### config.mk
export PLATFORM = sky130hd
export DESIGN_NAME = cdt_timing_bank
export DESIGN_NICKNAME = d
export VERILOG_FILES = /design/src/inc/cdt_pkg.sv /design/src/inc/cdt_entry_if.sv /design/src/rtl/cdt_timing_entry.sv /design/src/rtl/cdt_timing_bank.sv
export SDC_FILE = /design/constraint.sdc
export NUM_CORES = 1
export LEC_CHECK = 0
export BUFFER_PORTS_ARGS = -buffer_cell sky130_fd_sc_hd__buf_4
export CAP_MARGIN = 40
export CORE_UTILIZATION = 46
export CTS_CLUSTER_SIZE = 12
export DETAILED_ROUTE_END_ITERATION = 10
export PLACE_DENSITY = 0.75
export SYNTH_ARGS = -nofsm -noshare
export SYNTH_HDL_FRONTEND = slang
export SYNTH_SLANG_ARGS = --single-unit
### constraint.sdc
create_clock -name sys_clk_in -period 1.7 [get_ports sys_clk_in]
set_input_delay 0.34 -clock sys_clk_in [delete_from_list [all_inputs] [get_ports sys_clk_in]]
set_output_delay 0.34 -clock sys_clk_in [all_outputs]
set_load 0.05 [all_outputs]
### src/inc/cdt_pkg.sv
// constants shared by the timing override bank and its entries
package cdt_pkg;

  // bus and field widths
  localparam int CDT_NUM_REGS = 6;
  localparam int CDT_ADDR_W   = 8;
  localparam int CDT_DATA_W   = 8;
  localparam int CDT_VAL_W    = 7;

  // field positions inside each timing register
  localparam int CDT_FLAG_BIT = 7;
  localparam int CDT_VAL_MSB  = 6;
  localparam int CDT_VAL_LSB  = 0;

  // register offsets on the indirect page
  localparam logic [7:0] CDT_OFF_CLOCK_PREPARE = 8'h40;
  localparam logic [7:0] CDT_OFF_CLOCK_ZERO    = 8'h41;
  localparam logic [7:0] CDT_OFF_CLOCK_TRAIL   = 8'h42;
  localparam logic [7:0] CDT_OFF_CLOCK_POST    = 8'h43;
  localparam logic [7:0] CDT_OFF_DATA_PREPARE  = 8'h44;
  localparam logic [7:0] CDT_OFF_DATA_ZERO     = 8'h45;

  // entry index of each register, offset table in index order
  localparam int CDT_IDX_CLOCK_PREPARE = 0;
  localparam int CDT_IDX_CLOCK_ZERO    = 1;
  localparam int CDT_IDX_CLOCK_TRAIL   = 2;
  localparam int CDT_IDX_CLOCK_POST    = 3;
  localparam int CDT_IDX_DATA_PREPARE  = 4;
  localparam int CDT_IDX_DATA_ZERO     = 5;
  localparam logic [CDT_NUM_REGS-1:0][CDT_ADDR_W-1:0] CDT_OFFSETS = {
    CDT_OFF_DATA_ZERO, CDT_OFF_DATA_PREPARE, CDT_OFF_CLOCK_POST,
    CDT_OFF_CLOCK_TRAIL, CDT_OFF_CLOCK_ZERO, CDT_OFF_CLOCK_PREPARE};

  // reset values
  localparam logic                  CDT_FLAG_RST  = 1'h0;
  localparam logic [CDT_VAL_W-1:0]  CDT_VAL_RST   = 7'h00;
  localparam logic [CDT_DATA_W-1:0] CDT_RDATA_IDLE = 8'h00;

endpackage : cdt_pkg

### src/inc/cdt_entry_if.sv
// carrier between the bank decoder and one timing entry
`timescale 1ns/100ps
interface cdt_entry_if;
  logic                          wr;
  logic [cdt_pkg::CDT_DATA_W-1:0] wdata;
  logic [cdt_pkg::CDT_VAL_W-1:0]  auto_value;
  logic                          flag;
  logic [cdt_pkg::CDT_VAL_W-1:0]  applied;
  logic [cdt_pkg::CDT_DATA_W-1:0] readback;

  // bank side drives the write and the automatic value
  modport bank (
    output wr,
    output wdata,
    output auto_value,
    input  flag,
    input  applied,
    input  readback
  );

  // entry side holds the override state
  modport entry (
    input  wr,
    input  wdata,
    input  auto_value,
    output flag,
    output applied,
    output readback
  );
endinterface : cdt_entry_if

### src/rtl/cdt_timing_entry.sv
// one timing register: override flag, override value, selection
`timescale 1ns/100ps
module cdt_timing_entry (
  input  wire logic  sys_clk_in,
  input  wire logic  reset_n_in,
  cdt_entry_if.entry port
);

  logic                          flag;
  logic [cdt_pkg::CDT_VAL_W-1:0] value;
  logic                          next_flag;
  logic [cdt_pkg::CDT_VAL_W-1:0] next_value;

  // a write always updates the flag; the value field only takes data
  // when the same write leaves the override on, so writes that leave
  // the parameter automatic never disturb the stored value
  always_comb begin
    next_flag  = flag;
    next_value = value;
    if (port.wr) begin
      next_flag = port.wdata[cdt_pkg::CDT_FLAG_BIT];
      if (port.wdata[cdt_pkg::CDT_FLAG_BIT]) begin
        next_value = port.wdata[cdt_pkg::CDT_VAL_MSB:
                                cdt_pkg::CDT_VAL_LSB];
      end
    end
  end

  // state registers
  always_ff @(posedge sys_clk_in) begin
    if (!reset_n_in) begin
      flag  <= cdt_pkg::CDT_FLAG_RST;
      value <= cdt_pkg::CDT_VAL_RST;
    end else begin
      flag  <= next_flag;
      value <= next_value;
    end
  end

  // the parameter in use and what software sees on a read
  assign port.flag     = flag;
  assign port.applied  = flag ? value : port.auto_value;
  assign port.readback = {flag, port.applied};

endmodule : cdt_timing_entry

### src/rtl/cdt_timing_bank.sv
// d-phy timing override register bank for csi-2 output port 0
//
// What this block does
// - clock prepare flag set: use its value
// - clock zero flag set: use its value
// - clock trail flag set: use its value
// - clock post flag set: use its value
// - data prepare flag set: use its value
// - data zero flag set: use its value
// - flag clear: parameter follows automatic choice
// - flag clear: field reads automatic value, read-only
// - flag set: field writable and reads back
//
// Local design decision: the plain strobed port.
`timescale 1ns/100ps
module cdt_timing_bank (
  input  wire logic                          sys_clk_in,
  input  wire logic                          reset_n_in,
  input  wire logic [cdt_pkg::CDT_ADDR_W-1:0] reg_addr_in,
  input  wire logic [cdt_pkg::CDT_DATA_W-1:0] reg_wdata_in,
  input  wire logic                          reg_wr_in,
  input  wire logic                          reg_rd_in,
  output logic      [cdt_pkg::CDT_DATA_W-1:0] reg_rdata_out,
  input  wire logic [cdt_pkg::CDT_NUM_REGS-1:0]
                    [cdt_pkg::CDT_VAL_W-1:0]  auto_value_in,
  output logic      [cdt_pkg::CDT_NUM_REGS-1:0]
                    [cdt_pkg::CDT_VAL_W-1:0]  applied_value_out,
  output logic      [cdt_pkg::CDT_NUM_REGS-1:0] override_active_out
);

  localparam int NR = cdt_pkg::CDT_NUM_REGS;
  localparam int VW = cdt_pkg::CDT_VAL_W;
  localparam int DW = cdt_pkg::CDT_DATA_W;

  logic [NR-1:0]         hit;
  logic [NR-1:0]         wr_hit;
  logic [NR-1:0]         flag_vec;
  logic [NR-1:0][VW-1:0] appl_vec;
  logic [NR-1:0][DW-1:0] rb_vec;
  logic [DW-1:0]         rdata;
  logic [DW-1:0]         next_rdata;
  logic [NR-1:0][VW-1:0] applied;
  logic [NR-1:0][VW-1:0] next_applied;
  logic [NR-1:0]         ovr;
  logic [NR-1:0]         next_ovr;

  cdt_entry_if ent [NR] ();

  // one entry per timing register; the address decode is a plain
  // compare against the offset table, so any other address is ignored
  for (genvar i = 0; i < NR; i++) begin : g_ent
    assign hit[i]              = reg_addr_in == cdt_pkg::CDT_OFFSETS[i];
    assign wr_hit[i]           = reg_wr_in & hit[i];
    assign ent[i].wr           = wr_hit[i];
    assign ent[i].wdata        = reg_wdata_in;
    assign ent[i].auto_value   = auto_value_in[i];
    assign flag_vec[i]         = ent[i].flag;
    assign appl_vec[i]         = ent[i].applied;
    assign rb_vec[i]           = ent[i].readback;

    cdt_timing_entry u_entry (
      .sys_clk_in (sys_clk_in),
      .reset_n_in (reset_n_in),
      .port       (ent[i].entry)
    );
  end

  // read mux: data stands only in the cycle after the strobe, and an
  // unmapped address reads as zero rather than holding stale data
  always_comb begin
    next_rdata = cdt_pkg::CDT_RDATA_IDLE;
    for (int i = 0; i < NR; i++) begin
      if (reg_rd_in && hit[i]) begin
        next_rdata = rb_vec[i];
      end
    end
  end

  // parameters handed to the d-phy sequencer; registered so the
  // sequencer sees clean flop outputs, at the cost of one cycle
  always_comb begin
    next_applied = appl_vec;
    next_ovr     = flag_vec;
  end

  // output registers
  always_ff @(posedge sys_clk_in) begin
    if (!reset_n_in) begin
      rdata   <= cdt_pkg::CDT_RDATA_IDLE;
      applied <= '0;
      ovr     <= '0;
    end else begin
      rdata   <= next_rdata;
      applied <= next_applied;
      ovr     <= next_ovr;
    end
  end

  assign reg_rdata_out       = rdata;
  assign applied_value_out   = applied;
  assign override_active_out = ovr;

  localparam int IP = cdt_pkg::CDT_IDX_CLOCK_PREPARE;
  localparam int IZ = cdt_pkg::CDT_IDX_CLOCK_ZERO;
  localparam int IT = cdt_pkg::CDT_IDX_CLOCK_TRAIL;
  localparam int IO = cdt_pkg::CDT_IDX_CLOCK_POST;
  localparam int DP = cdt_pkg::CDT_IDX_DATA_PREPARE;
  localparam int DZ = cdt_pkg::CDT_IDX_DATA_ZERO;
  localparam int FB = cdt_pkg::CDT_FLAG_BIT;

  for (genvar i = 0; i < NR; i++) begin : g_chk

  end
endmodule : cdt_timing_bank

* Word-level counts from Yosys, hierarchy flattened
Index checks and enable logic that the tools add are counted.
Operators by class: equal/unequal tests 6, mux-type cells 12, bitwise gates (word level) 6, reductions and logical operators 12
Operator list (count):
- 8-bit by 7-bit == test with 1-bit output (second input constant) | 6
- 8-bit two-way mux | 6
- 7-bit two-way mux | 6
- 2-bit AND reduction | 6
- 1-bit AND | 6
- 1-bit logical AND | 6
Storage, ports and cells: register bits 104, bits of input ports 62, logic and storage cells 56

* Depth between registers and ports, before layout
depth after elaboration 8, mapped depth 7, gate-level depth less buffers 5

* Cells and area by module
A second synthesis with hierarchy kept.
Second synthesis, totals: cells, all modules 508, area, all modules 4829.6 sq um
By module, submodules not included:
- cdt_timing_entry | instances 6, cells each 52, area an instance 464.2 sq um, seq. area each 160.2 sq um
- cdt_timing_bank | instances 1, cells each 196, area an instance 2044.5 sq um, seq. area each 1121.1 sq um

* Worst setup path after synthesis
Ideal clock, no wire load.
kind input to register, start point in reg_addr_in[5] in the netlist's numbering, end point reg g_ent[4].u_entry.value[3] in the netlist's numbering, library setup time 0.122 ns, arrival 1.771 ns, setup slack -0.193 ns, stages on the path 7, cell sequence or4b_1 buf_6 nor3b_4 nand4_1 buf_2 nand3_1 o21ai_0
On the way: cells in the longest elaborated chain, start to end 3
RTL lines:
- from (decl) | line cdt_timing_bank.sv:19 | input wire logic [cdt_pkg::CDT_ADDR_W-1:0] reg_addr_in,
- 8-bit by 7-bit == test with 1-bit output | line cdt_timing_bank.sv:52 | assign hit[i] = reg_addr_in == cdt_pkg::CDT_OFFSETS[i];
- 1-bit AND | line cdt_timing_bank.sv:53 | assign wr_hit[i] = reg_wr_in & hit[i];
- 2-bit AND reduction (no source line)
- to (signal assigned) | line cdt_timing_entry.sv:33 | value <= cdt_pkg::CDT_VAL_RST;
- to (signal assigned) | line cdt_timing_entry.sv:36 | value <= next_value;
- to (decl) | line cdt_timing_entry.sv:10 | logic [cdt_pkg::CDT_VAL_W-1:0] value;
No other way between the ends. A chain may end at the register's enable or synchronous reset.

* Worst setup path in the final report
start point in reg_addr_in[7] in the netlist's numbering, end point reg g_ent[5].u_entry.value[4] in the netlist's numbering
On the way: cells in the longest elaborated chain, start to end 3
RTL lines (line):
- 8-bit by 7-bit == test with 1-bit output | cdt_timing_bank.sv:52
- 1-bit AND | cdt_timing_bank.sv:53
- 2-bit AND reduction (no source line)
- to (signal assigned) | cdt_timing_entry.sv:33
- to (signal assigned) | cdt_timing_entry.sv:36
- to (decl) | cdt_timing_entry.sv:10
No other way between the ends.

==> metrics.csv <==
stage,metric,value,unit
drt,ant_nets,0,
drt,wl,11500,microns
synth,synth_largest_area_cell,dfxtp_1,
run,drv_cap,0,
placed_design,dp.cells,647,
sta,fin_ws,0.0526,ns
final_layout,regArea,2080,sq um
drt,firstDrtPassIters,5,
sta,setup_viol,0,
global_route,grt_use_met3,0.0375,
hold_path,hold_path.class,in2reg,
synth,yosysSeqAreaShare,0.517,
clock_tree,cts_buffers,9,
final_layout,finalNonFillerCells,666,
power_and_ir_drop,peakVddDrop,480,uV
setup_path,path_max_fanout,14,
setup_path,cpPeakStageDelay,0.60,ns
final_layout,fillers,686,
floorplan,die_area,9130,sq um
drt,drc,0,
synth,ys.flop_type,dfxtp_1,
clock_tree,clock_latency,0.37,ns
floorplan,die_x,95.5,microns
drt,vias,3665,
setup_path,cpMaxStageDelayCell,or4b_4,
synth,ys_ff_latch,104,
placed_design,place_ws,-0.350,ns
placed_design,placed_cell_area,5180,sq um
clock_tree,path_clk_slew,0.10,ns
global_route,grt_max_degree,33,
floorplan,core_area,8340,sq um
final_layout,design_area,5410,sq um
sta,worstMarginPinSlew,0.517,ns
clock_tree,clock_path_buffers,2,
clock_tree,hold_buffers,0,
final_layout,fin_nets,618,
synth,synthArstFlopShare,0,
sta,rsz0062_at_grt,yes,
placed_design,port_buffers,117,
setup_path,worst_path_most_repeated_cell,buf_4,
global_route,grt_use_total,0.252,
global_route,grt_use_met2,0.430,
sta,period_share,0.969,
power_and_ir_drop,comb_power_share,0.144,
power_and_ir_drop,p_leak,2.17,nW
clock_tree,clock-sinks,104,
clock_tree,cts_tree,built,
synth,netlist_instances,427,
floorplan,start_util,0.482,
setup_path,path_class,in2reg,
final_layout,n_antenna_cell,0,
sta,slew_headroom,0.655,
setup_path,cp.required,1.94,ns
sta,fmax,0.607,GHz
synth,syn-cell-area,4020,sq um
power_and_ir_drop,p_sw,1.28,mW
synth,synth.top_cell.area_share,0.517,
final_layout,drive_above_1_share,0.342,
sta,period_needed,1.65,ns
floorplan,die_y,95.5,microns
sta,fin_skew,0.0124,ns
power_and_ir_drop,power.internal,3.35,mW
power_and_ir_drop,clkPwrFrac,0.315,
setup_path,crit_chain,buf_4 > or4b_4 > buf_4 > nor3b_4 > nand4_1 > buf_6 > nand3_1 > o21ai_0,
synth,synth_edf_count,0,
status,outcome,finished clean,
placed_design,dp_hpwl,8450,microns
sta,maxSlewViolCount,0,
synth,syn-num-nets,489,
global_route,antenna_found_initial,0,
final_layout,multi_input_area,1850,sq um
clock_tree,cts_root_buf,clkbuf_8,
setup_path,start_kind,input port,
setup_path,end_kind,flip-flop,
synth,yosys.cell_types.count,39,
power_and_ir_drop,power_density,857,nW/um^2
synth,synth_area_leaders,"dfxtp_1, mux2i_1, o21ai_0, nand3_1, nor2_1",
power_and_ir_drop,seq_power_share,0.541,
placed_design,gp_congestion,0.879,
global_route,busiest_layer,met2,
synth,yosysWarnings,0,
power_and_ir_drop,swShare,0.276,
global_route,grt_util_met1,0.315,
setup_path,cp_data_arrival_time,1.89,ns
final_layout,area_growth,34.4,%
clock_tree,htree_levels,3,
final_layout,final_cell_mix,"buf_4, dfxtp_1, nor2_1",
final_layout,layout_commonest_cell,buf_4,
synth,avgSynthCellArea,9.42,sq um
global_route,grt_pass1_vias,3521,
drt,viasPerCell,5.50,
floorplan,ios,118,
floorplan,fp-row-count,33,
drt,wl_per_cell,17.2,microns
global_route,grt_overflow,0,
global_route,grt_pass1_wl,17300,microns
power_and_ir_drop,power.total,4.63,mW
drt,drt-initial-drc-count,226,
sta,hold_violations,0,
## critical path: cells and delay by family
family                 cells  cell delay (ns)
and+or+nand+nor            4             1.00
buffers and inverters      3             0.45
AOI/OAI and AO/OA          1             0.09
## sequential cells by signal, indices dropped and copies added, names as in the netlist
name,count
applied_value_out,42
g_ent.u_entry.port.flag,6
g_ent.u_entry.value,42
override_active_out,6
reg_rdata_out,8
## Yosys cell counts, types with 2 or more instances
cell      number
nand2_1       20
a32oi_1        3
buf_6          2
nor2b_1       11
nor3_1         9
nand2b_1       2
nand3_1       41
nand4_1        8
mux2i_1       38
a21oi_1        6
buf_2          5
o22ai_1        5
nor2_1        42
mux2_2         5
a311oi_1       3
buf_1          3
clkbuf_1      20
o21ai_0       50
buf_4          2
and2_1        20
o21a_1         8
a22oi_1        4
dfxtp_1      104
## cell families (layout without fill, tap and decap cells)
group / after synthesis / after routing / synth area share
buffers and inverters: 34 / 168 / 0.0389
AO/OA/AOI/OAI: 84 / 84 / 0.123
multiplexers: 44 / 44 / 0.114
AND/OR/NAND/NOR: 161 / 161 / 0.206
flip-flops: 104 / 104 / 0.517
## through the flow
stage | hold slack, ns | utilization | setup TNS, ns
after floorplan | 0.419 | - | -5.24
after global placement | 0.445 | 0.621 | -8.63
after detailed placement | 0.448 | 0.621 | -10.92
after CTS | 0.230 | 0.643 | 0
after global routing | 0.224 | 0.648 | -0.0954
final | 0.225 | 0.648 | 0
## power by group through the flow
| stage | clock network (mW) | registers, mW | logic, mW |
|---|---|---|---|
| 6_report | 1.46 | 2.50 | 0.667 |
| 5_1_grt | 1.56 | 2.51 | 0.700 |
| 4_1_cts | 1.47 | 2.51 | 0.660 |
| 3_5_place_dp | 0 | 2.56 | 0.658 |
| 3_3_place_gp | 0 | 2.56 | 0.655 |
| 2_1_floorplan | 0 | 2.75 | 0.172 |
## path summary, 6_finish.rpt
path / startpoint / to / slack [ns] / cells past startpoint
setup / recovery: reg_addr_in[7] / g_ent[5].u_entry.value[4] / 0.05 / 8
hold reg to reg: g_ent[4].u_entry.value[3] / g_ent[4].u_entry.value[3] / 0.46 / 2
hold / removal: reg_wdata_in[6] / g_ent[3].u_entry.value[6] / 0.23 / 3
setup reg to reg: g_ent[2].u_entry.port.flag / reg_rdata_out[0] / 0.13 / 4
## final cells by class
cell class / instances / share of cell area
inverters: 2 / 0.00139
well taps: 105 / 0.0243
flip-flops and latches: 104 / 0.385
clock buffers: 12 / 0.0287
multi-input cells: 289 / 0.341
clock inverters: 4 / 0.00532
repair buffers: 150 / 0.214
## routing by layer
metal | up-vias | wire [microns]
li1 | 1761 | -
met4 | 0 | 316
met5 | - | 0
met3 | 31 | 704
met1 | 1723 | 4870
met2 | 150 | 5590
## what timing repair did
| item | CTS | global route |
|---|---|---|
| buffers inserted | 0 | 3 |
| setup endpoints to repair | 0 | 5 |
| hold endpoints to repair | 0 | 0 |
| gates resized for setup | 0 | 7 |
Power figures use the tool's default switching activity.
